### config.mk
export PLATFORM = sky130hd
export DESIGN_NAME = evl_mission
export DESIGN_NICKNAME = d
export VERILOG_FILES = /design/src/evl_pkg.sv /design/src/evl_sync_if.sv /design/src/evl_mission.sv /design/src/evl_sync_edge.sv
export VERILOG_INCLUDE_DIRS = /design/src
export SDC_FILE = /design/constraint.sdc
export NUM_CORES = 1
export LEC_CHECK = 0
export BUFFER_PORTS_ARGS = -buffer_cell sky130_fd_sc_hd__buf_2
export CAP_MARGIN = 10
export CORE_MARGIN = 3
export CORE_UTILIZATION = 43
export DETAILED_ROUTE_END_ITERATION = 7
export PLACE_DENSITY = 0.66
export SLEW_MARGIN = 20
export SYNTH_ARGS = -nofsm -noshare
export SYNTH_HDL_FRONTEND = slang
export SYNTH_SLANG_ARGS = --single-unit
export TNS_END_PERCENT = 1
### constraint.sdc
create_clock -name clk -period 2.73 [get_ports clk]
set_clock_uncertainty 0.1 [all_clocks]
set_input_delay 0.1365 -clock clk [delete_from_list [all_inputs] [get_ports clk]]
set_output_delay 0.1365 -clock clk [all_outputs]
set_load 0.01 [all_outputs]
### src/evl_defines.svh
// Purpose: Named constants of the event log mission control block.
// Assumes: Byte wide register port from a serial slave protocol engine.
// Notes: Offsets, bit positions, reset values and codes live here only.
`ifndef EVL_DEFINES_SVH
`define EVL_DEFINES_SVH

// Register offsets on the byte register port.
`define EVL_CTRL_ADDR 8'h0e
`define EVL_STAT_ADDR 8'h0f
`define EVL_ALARM_FIRST 8'h08
`define EVL_ALARM_LAST 8'h0b

// Control register bit positions.
`define EVL_CTRL_ARM_BIT 7
`define EVL_CTRL_WIPE_ARM_BIT 6
`define EVL_CTRL_DIS_HI_BIT 5
`define EVL_CTRL_DIS_LO_BIT 4
`define EVL_CTRL_WRAP_BIT 3
`define EVL_CTRL_EDGE_HI_BIT 2
`define EVL_CTRL_EDGE_LO_BIT 1
`define EVL_CTRL_OSC_BIT 0

// Status register bit positions; bits 7, 4 and 1 read as zero.
`define EVL_STAT_CLEARED_BIT 6
`define EVL_STAT_ACTIVE_BIT 5
`define EVL_STAT_WIPE_BIT 4
`define EVL_STAT_BATT_BIT 3
`define EVL_STAT_WRAP_BIT 2
`define EVL_STAT_ALARM_BIT 0

// Reset values: oscillator running, everything else off.
`define EVL_CTRL_RST 8'h01
`define EVL_CLEARED_RST 1'b0

// Interval select codes.
`define EVL_DIS_ALARM 2'b00
`define EVL_DIS_SEC 2'b01
`define EVL_DIS_MIN 2'b10
`define EVL_DIS_HOUR 2'b11

// Edge select code that is illegal.
`define EVL_EDGE_NONE 2'b00

// Log geometry and elapsed-time counter limits.
`define EVL_LOG_WORDS 1024
`define EVL_ETC_MAX 16'hffff
`define EVL_ETC_ZERO 16'h0000

`endif

### src/evl_pkg.sv
// Purpose: Types shared by the event log mission control block.
// Assumes: Nothing beyond the defines header.
// Notes: Mission state is idle, armed (waiting for an edge) or running.
package evl_pkg;

	// Mission state; mission_arm is set in armed and running.
	typedef enum {
		ms_idle,
		ms_armed,
		ms_run
	} evl_mission_t;

endpackage : evl_pkg

### src/evl_sync_if.sv
// Purpose: Carries a synchronised pin level and its edges.
// Assumes: Single clock domain on the receiving side.
// Notes: Edges are one-cycle pulses aligned with the level.
`timescale 1ns/10ps
interface evl_sync_if;
	logic level; // Synchronised pin level.
	logic rise; // One-cycle pulse on a low to high change.
	logic fall; // One-cycle pulse on a high to low change.
	modport src (output level, output rise, output fall);
	modport dst (input level, input rise, input fall);
endinterface : evl_sync_if
### src/evl_mission.sv
// Purpose: Mission control and status of a battery-backed event recorder.
// Assumes: A protocol engine gives byte writes and reads; calendar ticks
//	and the alarm match arrive as one-cycle pulses on clk.
// Notes: Log storage, stamps and event counter sit outside; this block
//	issues their write and clear strobes.
`timescale 1ns/10ps
`include "evl_defines.svh"

module evl_mission #(
	parameter int LOG_WORDS = `EVL_LOG_WORDS,
	parameter int PTR_W = $clog2(LOG_WORDS) + 1
) (
	input wire logic clk,
	input wire logic srst,
	input wire logic reg_wr_stb,
	input wire logic reg_rd_stb,
	input wire logic [7:0] reg_addr,
	input wire logic [7:0] reg_wdata,
	output logic [7:0] reg_rdata,
	input wire logic sec_tick,
	input wire logic min_tick,
	input wire logic hour_tick,
	input wire logic alarm_match,
	input wire logic battery_low_pin,
	input wire logic event_pin_i,
	output logic event_pin_o,
	output logic event_pin_oe,
	output logic osc_run,
	output logic log_wr_stb,
	output logic [PTR_W-1:0] log_addr,
	output logic [15:0] log_data,
	output logic start_stamp_stb,
	output logic roll_stamp_wr,
	output logic [15:0] roll_stamp_data,
	output logic event_count_inc,
	output logic wipe_stb
);
	import evl_pkg::*;

	evl_sync_if pin_sync (); // Event pin, synchronised.
	evl_sync_if batt_sync (); // Battery pin, synchronised.

	evl_mission_t state_ff, nxt_state; // Mission state.
	logic [1:0] dis_ff, nxt_dis; // Interval select field.
	logic [1:0] edge_ff, nxt_edge; // Edge select field.
	logic wrap_en_ff, nxt_wrap_en; // Wrap enable.
	logic osc_ff, nxt_osc; // Oscillator enable.
	logic wipe_arm_ff, nxt_wipe_arm; // First half of the two-step wipe.
	logic cleared_ff, nxt_cleared; // Log cleared flag.
	logic wrap_flag_ff, nxt_wrap_flag; // Sticky wrap flag.
	logic alarm_ff, nxt_alarm; // Sticky alarm flag.
	logic [15:0] etc_ff, nxt_etc; // Elapsed-time counter.
	logic [PTR_W-1:0] ptr_ff, nxt_ptr; // Next log word to write.
	logic [7:0] rdata_ff, nxt_rdata; // Last read answer, held.
	logic oe_ff, nxt_oe; // Pin pull-down enable.
	logic log_wr_ff, nxt_log_wr; // Log write pulse.
	logic [PTR_W-1:0] log_addr_ff, nxt_log_addr; // Log byte address.
	logic [15:0] log_data_ff, nxt_log_data; // Log entry value.
	logic start_ff, nxt_start; // Start stamp capture pulse.
	logic roll_wr_ff, nxt_roll_wr; // Rollover stamp write pulse.
	logic [15:0] roll_data_ff, nxt_roll_data; // Rollover stamp value.
	logic evcnt_ff, nxt_evcnt; // Event counter step pulse.
	logic wipe_ff, nxt_wipe; // Store wipe pulse.

	logic evt; // Qualifying edge on the event pin.
	logic tick; // Selected calendar tick.
	logic guards_ok; // Settings allow a mission to start.
	logic log_full; // Every log word has been written.
	logic alarm_access; // Host touches an alarm register.
	logic log_req; // A log entry is due this cycle.
	logic log_is_evt; // The due entry closes a real event.
	logic [15:0] log_val; // Value of the due entry.

	evl_sync_edge u_pin_sync (
		.clk(clk),
		.srst(srst),
		.pin(event_pin_i),
		.sync(pin_sync)
	);

	evl_sync_edge u_batt_sync (
		.clk(clk),
		.srst(srst),
		.pin(battery_low_pin),
		.sync(batt_sync)
	);

	// Edge qualification and tick selection from the stored settings.
	always_comb begin
		evt = (edge_ff[0] & pin_sync.fall) |
			(edge_ff[1] & pin_sync.rise);
		case (dis_ff)
			`EVL_DIS_SEC: tick = sec_tick;
			`EVL_DIS_MIN: tick = min_tick;
			`EVL_DIS_HOUR: tick = hour_tick;
			default: tick = 1'b0;
		endcase
		guards_ok = (edge_ff != `EVL_EDGE_NONE) &&
			(dis_ff != `EVL_DIS_ALARM) && osc_ff;
		log_full = (ptr_ff == PTR_W'(LOG_WORDS));
		alarm_access = (reg_wr_stb | reg_rd_stb) &&
			(reg_addr >= `EVL_ALARM_FIRST) &&
			(reg_addr <= `EVL_ALARM_LAST);
	end

	// Mission, register and log sequencing. Host writes are handled
	// first, one per cycle in arrival order; a running mission that
	// survives the write still sees this cycle's pin edge, so no event
	// is lost to a concurrent register access.
	always_comb begin
		nxt_state = state_ff;
		nxt_dis = dis_ff;
		nxt_edge = edge_ff;
		nxt_wrap_en = wrap_en_ff;
		nxt_osc = osc_ff;
		nxt_wipe_arm = wipe_arm_ff;
		nxt_cleared = cleared_ff;
		nxt_wrap_flag = wrap_flag_ff;
		nxt_etc = etc_ff;
		nxt_ptr = ptr_ff;
		nxt_log_wr = 1'b0;
		nxt_log_addr = log_addr_ff;
		nxt_log_data = log_data_ff;
		nxt_start = 1'b0;
		nxt_roll_wr = 1'b0;
		nxt_roll_data = roll_data_ff;
		nxt_evcnt = 1'b0;
		nxt_wipe = 1'b0;
		log_req = 1'b0;
		log_is_evt = 1'b0;
		log_val = `EVL_ETC_ZERO;
		// Set beats the clear when both land together.
		nxt_alarm = (alarm_ff & ~alarm_access) | alarm_match;
		if (reg_wr_stb) begin
			// Any write other than a control write with bit 6 set drops the wipe arm.
			nxt_wipe_arm = 1'b0;
			if (reg_addr == `EVL_CTRL_ADDR) begin
				nxt_dis = reg_wdata[`EVL_CTRL_DIS_HI_BIT:`EVL_CTRL_DIS_LO_BIT];
				nxt_edge = reg_wdata[`EVL_CTRL_EDGE_HI_BIT:`EVL_CTRL_EDGE_LO_BIT];
				nxt_wrap_en = reg_wdata[`EVL_CTRL_WRAP_BIT];
				nxt_osc = reg_wdata[`EVL_CTRL_OSC_BIT];
				nxt_wipe_arm = reg_wdata[`EVL_CTRL_WIPE_ARM_BIT];
				if (state_ff == ms_run) begin
					nxt_state = ms_idle;
				end else if (reg_wdata[`EVL_CTRL_ARM_BIT] && cleared_ff) begin
					nxt_state = ms_armed; // Arm only a cleared log.
				end else begin
					nxt_state = ms_idle;
				end
			end else if (reg_addr == `EVL_STAT_ADDR) begin
				if (reg_wdata[`EVL_STAT_WIPE_BIT] && wipe_arm_ff &&
					osc_ff) begin
					// Wipe: stop, zero the store, raise the cleared flag.
					nxt_state = ms_idle;
					nxt_wipe = 1'b1;
					nxt_cleared = 1'b1;
					nxt_wrap_flag = 1'b0;
					nxt_ptr = '0;
				end else if (reg_wdata[`EVL_STAT_ACTIVE_BIT]) begin
					// A start over a running mission is left alone.
					if (state_ff != ms_run && cleared_ff &&
						guards_ok) begin
						nxt_state = ms_run;
						nxt_cleared = 1'b0;
						nxt_start = 1'b1;
						nxt_roll_wr = 1'b1;
						nxt_roll_data = `EVL_ETC_ZERO;
						nxt_evcnt = 1'b1;
						nxt_etc = `EVL_ETC_ZERO;
					end
				end else begin
					nxt_state = ms_idle;
				end
			end else if (state_ff == ms_run) begin
				// Writing any other location ends the mission.
				nxt_state = ms_idle;
			end
		end
		if (state_ff == ms_armed && nxt_state == ms_armed && evt &&
			guards_ok) begin
			// First qualifying edge starts the mission.
			nxt_state = ms_run;
			nxt_cleared = 1'b0;
			nxt_start = 1'b1;
			nxt_roll_wr = 1'b1;
			nxt_roll_data = `EVL_ETC_ZERO;
			nxt_evcnt = 1'b1;
			nxt_etc = `EVL_ETC_ZERO;
		end else if (state_ff == ms_run && nxt_state == ms_run) begin
			if (evt) begin
				// Zero is logged when no step has happened yet.
				log_req = 1'b1;
				log_is_evt = 1'b1;
				log_val = etc_ff;
				nxt_evcnt = 1'b1;
				nxt_etc = `EVL_ETC_ZERO;
			end else if (etc_ff == `EVL_ETC_MAX) begin
				// Span overflow is stored but is not an event.
				log_req = 1'b1;
				log_val = `EVL_ETC_MAX;
				nxt_etc = `EVL_ETC_ZERO;
			end else if (tick) begin
				nxt_etc = etc_ff + 16'h0001;
			end
		end
		if (log_req) begin
			if (!log_full) begin
				nxt_log_wr = 1'b1;
				nxt_log_addr = {ptr_ff[PTR_W-2:0], 1'b0};
				nxt_log_data = log_val;
				nxt_ptr = ptr_ff + PTR_W'(1);
			end else if (log_is_evt) begin
				// Full log: flag it, and on wrap restamp and restart.
				nxt_wrap_flag = 1'b1;
				if (wrap_en_ff) begin
					nxt_start = 1'b1;
					nxt_roll_wr = 1'b1;
					nxt_roll_data = log_val;
					nxt_ptr = '0;
				end
			end
		end
		// The counter only runs while a mission is in progress.
		if (nxt_state != ms_run) begin
			nxt_etc = `EVL_ETC_ZERO;
		end
		// The pin pulls low only in alarm output mode.
		nxt_oe = nxt_alarm && (nxt_dis == `EVL_DIS_ALARM);
	end

	// Read data for the two registers; other offsets read as zero.
	always_comb begin
		nxt_rdata = rdata_ff;
		if (reg_rd_stb) begin
			case (reg_addr)
				`EVL_CTRL_ADDR: nxt_rdata = {state_ff != ms_idle,
					wipe_arm_ff, dis_ff, wrap_en_ff, edge_ff, osc_ff};
				`EVL_STAT_ADDR: nxt_rdata = {1'b0, cleared_ff,
					state_ff == ms_run, 1'b0,
					batt_sync.level,
					wrap_flag_ff, 1'b0, alarm_ff};
				default: nxt_rdata = 8'h00;
			endcase
		end
	end

	// State registers.
	always_ff @(posedge clk) begin
		if (srst) begin
			state_ff <= ms_idle;
			dis_ff <= 2'(`EVL_CTRL_RST >> `EVL_CTRL_DIS_LO_BIT);
			edge_ff <= 2'(`EVL_CTRL_RST >> `EVL_CTRL_EDGE_LO_BIT);
			wrap_en_ff <= 1'(`EVL_CTRL_RST >> `EVL_CTRL_WRAP_BIT);
			osc_ff <= 1'(`EVL_CTRL_RST >> `EVL_CTRL_OSC_BIT);
			wipe_arm_ff <= 1'b0;
			cleared_ff <= `EVL_CLEARED_RST;
			wrap_flag_ff <= 1'b0;
			alarm_ff <= 1'b0;
			etc_ff <= `EVL_ETC_ZERO;
			ptr_ff <= '0;
			rdata_ff <= 8'h00;
			oe_ff <= 1'b0;
			log_wr_ff <= 1'b0;
			log_addr_ff <= '0;
			log_data_ff <= `EVL_ETC_ZERO;
			start_ff <= 1'b0;
			roll_wr_ff <= 1'b0;
			roll_data_ff <= `EVL_ETC_ZERO;
			evcnt_ff <= 1'b0;
			wipe_ff <= 1'b0;
		end else begin
			state_ff <= nxt_state;
			dis_ff <= nxt_dis;
			edge_ff <= nxt_edge;
			wrap_en_ff <= nxt_wrap_en;
			osc_ff <= nxt_osc;
			wipe_arm_ff <= nxt_wipe_arm;
			cleared_ff <= nxt_cleared;
			wrap_flag_ff <= nxt_wrap_flag;
			alarm_ff <= nxt_alarm;
			etc_ff <= nxt_etc;
			ptr_ff <= nxt_ptr;
			rdata_ff <= nxt_rdata;
			oe_ff <= nxt_oe;
			log_wr_ff <= nxt_log_wr;
			log_addr_ff <= nxt_log_addr;
			log_data_ff <= nxt_log_data;
			start_ff <= nxt_start;
			roll_wr_ff <= nxt_roll_wr;
			roll_data_ff <= nxt_roll_data;
			evcnt_ff <= nxt_evcnt;
			wipe_ff <= nxt_wipe;
		end
	end

	assign reg_rdata = rdata_ff;
	assign event_pin_o = 1'b0;
	assign event_pin_oe = oe_ff;
	assign osc_run = osc_ff;
	assign log_wr_stb = log_wr_ff;
	assign log_addr = log_addr_ff;
	assign log_data = log_data_ff;
	assign start_stamp_stb = start_ff;
	assign roll_stamp_wr = roll_wr_ff;
	assign roll_stamp_data = roll_data_ff;
	assign event_count_inc = evcnt_ff;
	assign wipe_stb = wipe_ff;
endmodule : evl_mission

### src/evl_sync_edge.sv
// Purpose: Two-flop synchroniser with edge detection for one pin.
// Assumes: The pin is asynchronous to clk.
// Notes: Edges are taken from the second and third flops only.
`timescale 1ns/10ps
module evl_sync_edge (
	input wire logic clk,
	input wire logic srst,
	input wire logic pin,
	evl_sync_if.src sync
);
	import evl_pkg::*;

	logic meta_ff; // First stage; read only by the second stage.
	logic stab_ff; // Second stage; the usable level.
	logic prev_ff; // Previous usable level for edge detection.
	logic nxt_meta;
	logic nxt_stab;
	logic nxt_prev;

	// Shift the pin through the stages.
	always_comb begin
		nxt_meta = pin;
		nxt_stab = meta_ff;
		nxt_prev = stab_ff;
	end

	// Registers clear to low, matching the pin pull-down at rest.
	always_ff @(posedge clk) begin
		if (srst) begin
			meta_ff <= 1'b0;
			stab_ff <= 1'b0;
			prev_ff <= 1'b0;
		end else begin
			meta_ff <= nxt_meta;
			stab_ff <= nxt_stab;
			prev_ff <= nxt_prev;
		end
	end

	assign sync.level = stab_ff;
	assign sync.rise = stab_ff & ~prev_ff;
	assign sync.fall = ~stab_ff & prev_ff;
endmodule : evl_sync_edge

# --- Word level (Yosys, flattened, before mapping) ---
# Cells that the tools add are included.
totals:
  register_bits: 129
  elab_cells: 166
classes:
  addsub: 2
  magnitude_cmp: 2
  n_eq_ne: 13
  n_mux: 81
  bitwise_logic: 16
  n_reduce_logical: 27
ops:
  columns: ["cell", "n"]
  rows:
  - ["16-bit 2-to-1 mux", 25]
  - ["32-bit 2-to-1 mux", 8]
  - ["11-bit 2-to-1 mux", 8]
  - ["32-bit by 2-bit == test with 1-bit output, second input constant", 2]
  - ["32-bit by 3-bit == test with 1-bit output, second input constant", 2]
  - ["32-bit by 3-bit != test with 1-bit output, second input constant", 2]
  - ["1-bit 2-to-1 mux", 36]
  - ["32-bit nonzero test", 1]
  - ["16-bit by 1-bit adder with 16-bit output, second input constant", 1]
  - ["16-bit == test, second input constant", 1]
  - ["8-bit by 4-bit == test with 1-bit output, second input constant", 2]
  - ["8-bit one-hot mux with 2 select lines", 1]
  - ["1-bit logical AND", 14]
  - ["11-bit by 1-bit adder with 11-bit output, second input constant", 1]
  - ["11-bit == test, second input constant", 1]
  - ["8-bit by 4-bit >= comparator with 1-bit output, second input constant", 1]
  - ["8-bit by 4-bit less-or-equal comparator with 1-bit output, second input constant", 1]
  - ["1-bit NOT", 8]
  - ["2-bit nonzero test", 4]
  - ["1-bit bitwise AND", 5]
  - ["5-bit AND reduction", 1]
  - ["2-bit == test, second input constant", 2]
  - ["2-bit 2-to-1 mux", 2]
  - ["2-bit AND reduction", 2]
  - ["7 further kinds", 10]

# --- Logic depth before layout (Yosys ltp) ---
# Gate-level depths: netlist of the first run.
logic_depth:
  ltp_word: 19
  ltp_mapped: 9

# --- By module ---
# Synthesis of the first run repeated with hierarchy kept, for this count alone.
unflattened:
  hier_cells: 597
  hier_area_um2: 5298.8
modules_own_cells:
  columns: ["module", "instances", "cells_each", "area_each_um2", "seq_area_each_um2"]
  rows:
  - ["evl_mission", 1, 581, 5116.2, 2482.4]
  - ["evl_sync_edge", 2, 8, 91.3, 60.1]

# --- Worst setup path before layout of the first run ---
# OpenSTA, ideal clock, no wires.
synth_path:
  path_type: "register -> register"
  startpoint: "reg state_ff[19]"
  endpoint: "reg ptr_ff[2]"
  setup_ns: 0.059
  arrival_time_ns: 2.533
  t_required_ns: 2.571
  setup_slack_ns: 0.038
  stages_incl_launch_ff: 9
  period_less_slack_ns: 2.692
  path_cell_list: "dfxtp_1 nor4_1 nand3_1 or4_4 or3_4 or4_1 buf_2 nor3b_1 a211o_1"
synth_between:
  elab_chain_cells: 17
  word_cells_on_any_way: 26
synth_lines:
  columns: ["item", "line", "text"]
  rows:
  - ["start, declared", "evl_mission.sv:43", "evl_mission_t state_ff, nxt_state;"]
  - ["start signal, assigned", "evl_mission.sv:250", "state_ff <= ms_idle;"]
  - ["start signal, assigned", "evl_mission.sv:272", "state_ff <= nxt_state;"]
  - ["32-bit by 3-bit != test with 1-bit output", "evl_mission.sv:161", "if (state_ff != ms_run && cleared_ff &&"]
  - ["1-bit logical AND (2 in series)", "evl_mission.sv:161", null]
  - ["32-bit 2-to-1 mux", "evl_mission.sv:161", null]
  - ["32-bit 2-to-1 mux", "evl_mission.sv:159", "end else if (reg_wdata[`EVL_STAT_ACTIVE_BIT]) begin"]
  - ["32-bit 2-to-1 mux", "evl_mission.sv:151", "if (reg_wdata[`EVL_STAT_WIPE_BIT] && wipe_arm_ff &&"]
  - ["32-bit 2-to-1 mux", "evl_mission.sv:150", "end else if (reg_addr == `EVL_STAT_ADDR) begin"]
  - ["32-bit 2-to-1 mux", "evl_mission.sv:137", "if (reg_addr == `EVL_CTRL_ADDR) begin"]
  - ["32-bit 2-to-1 mux", "evl_mission.sv:134", "if (reg_wr_stb) begin"]
  - ["32-bit by 2-bit == test with 1-bit output", "evl_mission.sv:179", "if (state_ff == ms_armed && nxt_state == ms_armed && evt &&"]
  - ["1-bit logical AND (3 in series)", "evl_mission.sv:179", null]
  - ["1-bit 2-to-1 mux", "evl_mission.sv:179", null]
  - ["11-bit 2-to-1 mux", "evl_mission.sv:212", "end else if (log_is_evt) begin"]
  - ["11-bit 2-to-1 mux", "evl_mission.sv:207", "if (!log_full) begin"]
  - ["11-bit 2-to-1 mux *", "evl_mission.sv:206", "if (log_req) begin"]
  - ["end signal, assigned", "evl_mission.sv:282", "ptr_ff <= nxt_ptr;"]
  - ["end, declared", "evl_mission.sv:53", "logic [PTR_W-1:0] ptr_ff, nxt_ptr;"]
# Every way passes the cells marked *; elsewhere a longest branch is shown, timed or not.
# A chain may end at the register's enable or synchronous reset.

# --- Worst setup path after layout of the first run ---
# Ends and elaborated chain as after synthesis.

==> summary.md, run 1 <==
The flow ran to the end, and the final reports show no timing, DRC or antenna violations. The fraction of the mapped netlist area in simple logic gates is 25.8%, and the routed wire length is 12,500 µm. The logs give 0.00258 mm² for the register cell area after layout and 686 for the final net count.

The count of final max-slew check failures was 0. The final non-filler cell total came out at 813. Type of the worst setup path: reg2reg. The share of cells above drive strength 1 works out to 28.2%. From left edge to right edge, the die measures 115 µm. For the number of hold-slack violations in the final timing report, the log shows 0. The run gives 0.00512 mm² as the netlist area before placement.

After synthesis, the netlist uses 60 different library cells. Setup repair after global routing could not meet its margin everywhere. The clock root buffer master was sky130_fd_sc_hd__clkbuf_16. The cell with the biggest individual delay on the critical path is sky130_fd_sc_hd__or4_4. Clock-pin slew on the worst setup and hold paths: 0.06 ns. CTS saw 129 sinks. Total number of vias: 4,383. Of the post-synthesis cell area, the part taken by muxes is 4.92%. At the placement stage, the worst setup path has a slack of -0.146 ns.

In this run the deepest clock path goes through 2 buffers. In this run the critical register-to-register path is launched from state_ff[19]. Each instance of the synthesized netlist takes up on average 9.58 µm².

In the post-synthesis netlist, the biggest area contributors are sky130_fd_sc_hd__dfxtp_1 50%, sky130_fd_sc_hd__nor2_1 5.5%, sky130_fd_sc_hd__and2_1 3.8%. The largest net degree at the start of global routing is 34. Kind of capture point of the worst setup path: a flip-flop. In this run, the number of DRC markers left after iteration 0 of detailed routing was 220. For the pin with the worst max-slew slack, the measured transition is 0.623 ns.

The biggest cell delay along the critical path was 0.54 ns. The run gives 0 as the initial antenna violation count. The count of cells along the worst hold path is 3. The worst setup path is launched from a flip-flop. The count of input and output buffers came out at 82.

Synthesis handed over a netlist of 534 instances. Final hold analysis gives a worst-case slack of 0.0267 ns. Yosys printed 0 warnings. The max-cap violation count came out at 0.

The via count of the first global-routing pass is 4,206, and the power density of the placed cells is 654 mW/mm². The kind of path behind the tightest hold check was in2reg. Dividing the detail-routed via count by the number of cells gives 5.39. The worst-case reg-to-reg path depth is 7, and the worst slew margin relative to its limit is 57.9%.

The detail route stage leaves a number of antenna-violating nets equal to 0. For this configuration, the core starts out at a cell density of 44.4%. After filler insertion, the fill cell instance count of the layout stands at 961. The commonest cells after synthesis are 129 x sky130_fd_sc_hd__dfxtp_1, 75 x sky130_fd_sc_hd__nor2_1, 31 x sky130_fd_sc_hd__and2_1. The die is 115 µm tall.

For this design the static power due to leakage is 0.00283 µW. The global-route usage over all layers is 19.5%. Worst ir drop on vdd: 0.334 mV. Number of synthesized flops with an enable pin: 0. Synthesis inferred 129 register bits. The run gives 0 as the total DRC errors in the routed layout. Total core area: 0.0115 mm².

Share of async-settable or async-resettable flops after synthesis: 0%. TritonCTS built the clock tree. In this run the worst path has a maximum fanout of 7.

The logs give 0 for the buffer count from post-CTS setup fixing and 2.99 ns for the worst endpoint required time. The cell accounting for the most synthesized area was sky130_fd_sc_hd__dfxtp_1. The startpoint of the most critical setup path is state_ff[19]. Including well taps, the total number of placed cells is 771.

The tools report the data arrival time at the worst-slack endpoint as 2.96 ns. The multi-input combinational cells in the finished layout cover a total of 0.00251 mm². At the end of routability-driven placement, the weighted congestion stood at 0.892. The run gives 20,600 µm as the first-pass GRT wire length.

The area of the die came out at 0.0132 mm². The clock reaches the later pin of the worst-skew pair after 0.41 ns. The maximum operating frequency is 371 MHz.

Among the stages of the critical path, the cell type that occurs most often is sky130_fd_sc_hd__or4_4. The logs give 39 for the floorplan row count and 58.9% for the share of the core filled with cells in the final layout. The sequential share of the synthesized area was 50.5%; the count of pins on the block boundary was 85. The final period demand of the worst path was 2.70 ns; the combinational group share of total power was 2.4%. Internal power comes to 3540 µW. Among all cell types in the netlist, the one instantiated most often is sky130_fd_sc_hd__dfxtp_1.

The aggregate global routing overflow is 0, and the fraction of the cycle the final worst path needs is 98.9%. The net switching fraction of the power works out to 20.1%. After synthesis, the largest area contributor takes up 50.5% of total cell area. The clock network burns 54.9% of the power.

The tools report the estimated wirelength of the detail-placed design as 8710 µm. Traced cell by cell, the critical path runs through nor4_2 > nand3_1 > or4_4 > or3_4 > or4_4 > nor3b_2 > a211o_1. The tools report the switching power total as 892 µW. Largest family of logic cells by synthesized area: simple AND/OR/NAND/NOR gates. The run gives 0 as the number of setup violations in the final report.

0 antenna diodes ended up in the layout. Clock tree synthesis inserted a total of 17 buffers. After detailed routing, the average wire length per cell comes to 15.4 µm.

Summing the areas of all fa, ha and maj instances in the mapped netlist gives 0.734% of the synthesized area. In this run the number of H-tree levels came out at 4. The run gives 4 as the detailed-routing iteration count for the pre-antenna-repair pass.

The parity-gate share of the synthesized area counting xor and xnor cells came out at 2.91%. The worst hold path begins at reg_rd_stb. Of the total power, registers draw 42.7%. In the synthesized netlist the dominant register cell turns out to be sky130_fd_sc_hd__dfxtp_1. The final critical-path setup slack is 0.0312 ns, and the area added between synthesis and finish is 32.5%. Fraction of the mapped netlist area in compound gates: 12.3%.
-- routing by layer --
| metal | global-route usage, % | vias to the layer above | part of all wire (%) |
|---|---|---|---|
| li1 | - | 2161 | - |
| met1 | 25.4 | 2076 | 47 |
| met2 | 30.9 | 136 | 46 |
| met3 | 5.53 | 10 | 6.2 |
| met4 | 7.51 | 0 | 0.91 |
| met5 | 0 | - | 0 |
-- per-stage QoR --
step	setup TNS (ns)	cell area, µm²	total power, µW
floorplan	0	5120	1980
global placement	-0.195	5920	2020
detailed placement	-0.969	5920	2030
CTS	0	6690	4460
global route	-4.76	6780	4540
finish	0	6780	4430
-- worst paths after layout --
| kind | endpoint | slack [ns] |
|---|---|---|
| min reg2reg | wrap_flag_ff | 0.35 |
| min | reg_rdata[1] | 0.03 |
| max reg2reg | ptr_ff[2] | 0.03 |
| max | ptr_ff[2] | 0.03 |
-- registers in the layout, summed over array words and instances (netlist names), 8 cells and up --
| register | flops |
|---|---|
| log_addr | 10 |
| log_data | 16 |
| roll_stamp_data | 16 |
| reg_rdata | 8 |
| etc_ff | 16 |
| ptr_ff | 11 |
| state_ff | 32 |
-- power groups by stage --
stage                     Clock, µW  Combinational (µW)  Sequential, µW
final                          2430                 107            1890
after global routing           2540                 116            1890
after CTS                      2460                 106            1890
after detailed placement          0                94.4            1930
after global placement            0                91.9            1930
after floorplan                   0                49.8            1930
-- cell type report --
cell class	count	area share [%]
clock buffers	20	6.89
clock inverters	12	2.64
inverters	4	0.222
multi-input cells	374	37.1
flip-flops and latches	129	38.1
well taps	143	2.64
repair buffers	131	12.4
-- logic make-up (layout without fill, tap and decap cells) --
group / count (synthesis) / after routing
multiplexers: 24 / 24
buffers and inverters: 32 / 167
other: 1 / 2
flip-flops: 129 / 129
adder cells (fa/ha/maj): 3 / 3
AND/OR/NAND/NOR: 242 / 242
XOR/XNOR: 17 / 17
AO/OA/AOI/OAI: 86 / 86
-- what timing repair did --
action	CTS	global route
pin swaps	0	5
gates resized for setup	5	16
gates cloned	0	0
endpoints found under the hold margin	11	0
setup endpoints to repair	34	96
hold buffers	10	0
-- critical path: cells and delay by family (launching register included) --
kind | cells | cell delay, ns
flip-flops | 1 | 0.32
AND/OR/NAND/NOR | 6 | 2.11
AO/OA/AOI/OAI | 1 | 0.11
-- layout by cell type, fill, tap and decap left out, drive strengths merged, types with 7 or more instances in the layout --
| cell type | n |
|---|---|
| nand2b | 15 |
| clkbuf | 20 |
| xor2 | 13 |
| mux2i | 15 |
| nor2 | 75 |
| o2bb2ai | 16 |
| buf | 121 |
| nor4 | 13 |
| mux2 | 9 |
| a211oi | 17 |
| nand3 | 29 |
| and3 | 9 |
| dfxtp | 129 |
| nand2 | 18 |
| and2 | 31 |
| a21oi | 23 |
| dlygate4sd3 | 10 |
| nor3 | 7 |
| nand4 | 11 |
| a22o | 8 |
No activity file was read; power rests on OpenSTA's default activity.
==> inputs of run 2 (changes only) <==
==> constraint.sdc (replaced) <==
create_clock -name clk -period 2.73 [get_ports clk]
set_clock_uncertainty 0.1 [all_clocks]
set_input_delay 0.546 -clock clk [delete_from_list [all_inputs] [get_ports clk]]
set_output_delay 0.546 -clock clk [all_outputs]
set_load 0.01 [all_outputs]
==> run 2 against run 1 <==
The flow now finishes with violations (negative setup slack). Sequential share of layout area is 0.53 points lower. First-iteration DRC count is 18% higher. Sequential cell count unchanged. Wire length grew 4.5%. Core utilization grew 0.84 points. Sequential power is essentially flat. Largest power group unchanged. Critical endpoint is now log_data[3]. Final cell count fell by 0.12%. Clock-buffer cell count up 1. Critical path depth rose by 2. Via count is 0.43% lower. Final area is 1.4% higher. Global-route usage is 0.20 points lower.
==> summary.md, run 2 (synthesized netlist as in run 1, its figures left out) <==
For the total core area, the log shows 0.0115 mm². The top cell types in the final layout, fill and taps aside, are 127 x sky130_fd_sc_hd__dfxtp_1, 82 x sky130_fd_sc_hd__buf_2, 73 x sky130_fd_sc_hd__nor2_1, 39 x sky130_fd_sc_hd__buf_4, 31 x sky130_fd_sc_hd__and2_1. The final period demand of the worst path was 2.75 ns; the cell area after placement was 0.00597 mm².

The fraction of the cycle the final worst path needs was 101%. The routability congestion estimate from global placement came out at 0.846. The final reports fail on negative setup slack. Global routing used 19.3% of the available tracks across all layers. The library cell used most frequently in the layout, excluding fill and tap cells, is sky130_fd_sc_hd__dfxtp_1. The count of nets left with antenna violations once routing finished came out at 0. The number of hold-slack violations in the final timing report was 0; the total CTS buffers was 17. Counting flops per register, the top entry is state_ff. The count of input and output buffers works out to 82.

After detailed routing, the number of remaining DRC violations is 0. For the initial antenna violation count, the log shows 0. TritonCTS built the clock tree. The pre-antenna-repair detailed-routing pass consisted of 4 iterations. The cell with the biggest individual delay on the critical path is sky130_fd_sc_hd__or4_4. Measured along the x axis, the die boundary spans 115 µm. Cells with a size suffix above 1 make up 30.5% of the layout. Across the VDD grid, the largest voltage drop is 0.297 mV. Data on the critical path is required at its endpoint by 2.95 ns. After detailed routing, the average wire length per cell comes to 16.1 µm. The area growth from synthesis to layout is 34.4%. Leaving out filler cells and counting taps, the final layout contains 812. Leakage power of the design: 0.00284 µW. Once placement completed, the tool counted placed cells totaling 774. In this run the tightest slew margin relative to its limit is 60.1%.

The y dimension of the die works out to 115 µm. The root buffer cell chosen for the clock tree is sky130_fd_sc_hd__clkbuf_16. The logs give 0 for the antenna diode count and 4,261 for the via count of the first global-routing pass. The type of the worst setup path is reg2reg.

In this run the worst path has a maximum fanout of 7. The biggest cell delay along the critical path was 0.54 ns. The run finished, with violations left.

After the last flow step, the layout net total stands at 685. The die covers 0.0132 mm². The clock net in this run drives a total of 129 sinks. In this run the core area contains 39 standard-cell rows.

The number of setup violations in the final report is 6, and the final non-filler cell area is 0.00687 mm². Traced cell by cell, the critical path runs through nor4_4 > nand3_1 > or4_4 > or3_4 > nor3_4 > buf_12 > clkbuf_16 > nor2_1 > a211oi_1. The tools report the estimated wirelength of the detail-placed design as 8600 µm.

The post-detailed-route via-to-cell ratio is 5.37, and the max-cap violation count is 0. The tools report the first-pass GRT wire length as 20,600 µm. The number of buffers on the longest clock path was 2; the H-tree depth reported by CTS was 4. At the later pin of the worst-skew pair, clock insertion delay measures 0.41 ns.

For the pin with the worst max-slew slack, the measured transition is 0.598 ns. The register with the most flip-flops in the layout has 32 of them. Summed over all layers, the routed wires come to 13,100 µm.

Cells fill 59.7% of the core in the end. The final critical-path setup slack was -0.0206 ns. The logs give 85 for the count of pins on the block boundary and 49 for the largest net degree at the start of global routing. The worst setup path is launched from a flip-flop. The clock-pin slew on the worst setup and hold paths was 0.06 ns.

The kind of capture point of the worst setup path was a flip-flop. Setup repair after global routing could not meet its margin everywhere. The placement-stage worst setup slack was -0.250 ns; the initial cell density of the core was 44.4%. Data arrival time at the worst-slack endpoint: 2.97 ns.

The logs give 0 for the count of final max-slew check failures and 259 for the iteration-0 DRC count of the detailed router. For this design the ratio of total power to cell area is 646 mW/mm². The kind of path behind the tightest hold check was in2reg. The run gives 364 MHz as the maximum operating frequency.

The detailed router placed 4,364 vias in this run. For the aggregate global routing overflow, the log shows 0.
run 2: final cells by class:
| type | instances | area [µm²] |
|---|---|---|
| tap | 143 | 179 |
| inverter | 4 | 15.0 |
| multi-input combinational | 374 | 2570 |
| timing repair buffer | 130 | 876 |
| fill | 993 | 4640 |
| clock buffer | 21 | 470 |
| clock inverter | 11 | 176 |
| sequential | 129 | 2580 |
run 2: power by group:
group          internal, µW  leakage [µW]  switching [µW]  total [µW]
Combinational          40.4       0.00150            60.9         101
Sequential             1890       0.00104            2.13        1890
Clock                  1610      0.000303             844        2450
run 2: routing by layer:
layer	share of wire, %	track usage (%)	routed length (µm)	vias to the layer above
met5	0	0	0	-
met4	1.9	7.43	245	0
met3	4.3	4.95	565	21
met2	49	31.5	6440	94
met1	45	24.7	5850	2091
li1	-	-	-	2158
run 2: per-stage QoR:
| step | TNS (ns) | power (µW) | hold slack [ns] |
|---|---|---|---|
| 4_1_cts | -0.0152 | 4470 | 0.251 |
| 3_5_place_dp | -17.03 | 2030 | 0.334 |
| 5_1_grt | -4.00 | 4580 | 0.247 |
| 3_3_place_gp | -11.36 | 2030 | 0.343 |
| 6_report | -0.0593 | 4440 | 0.259 |
| 2_1_floorplan | -6.35 | 1980 | 0.314 |
run 2: path summary, 6_finish.rpt:
check,startpoint,end,slack (ns),cells past startpoint
worst min-delay path,battery_low_pin,u_batt_sync.meta_ff,0.26,2
worst min register to register,wrap_flag_ff,wrap_flag_ff,0.35,2
worst max register to register,state_ff[26],log_data[3],-0.02,9
worst max-delay path,state_ff[26],log_data[3],-0.02,9
run 2: critical path, delay by kind of cell, from the launching register on:
family | cells | cell delay [ns]
flops | 1 | 0.33
buf+inv | 2 | 0.31
compound gates | 1 | 0.23
simple gates | 6 | 1.69
run 2: repair_timing:
item	CTS	global route
hold buffers	0	0
setup buffers	0	2
hold endpoints to repair	0	0
setup endpoints to repair	39	97
gates resized for setup	8	17
gates cloned	0	4
pin swaps	0	14
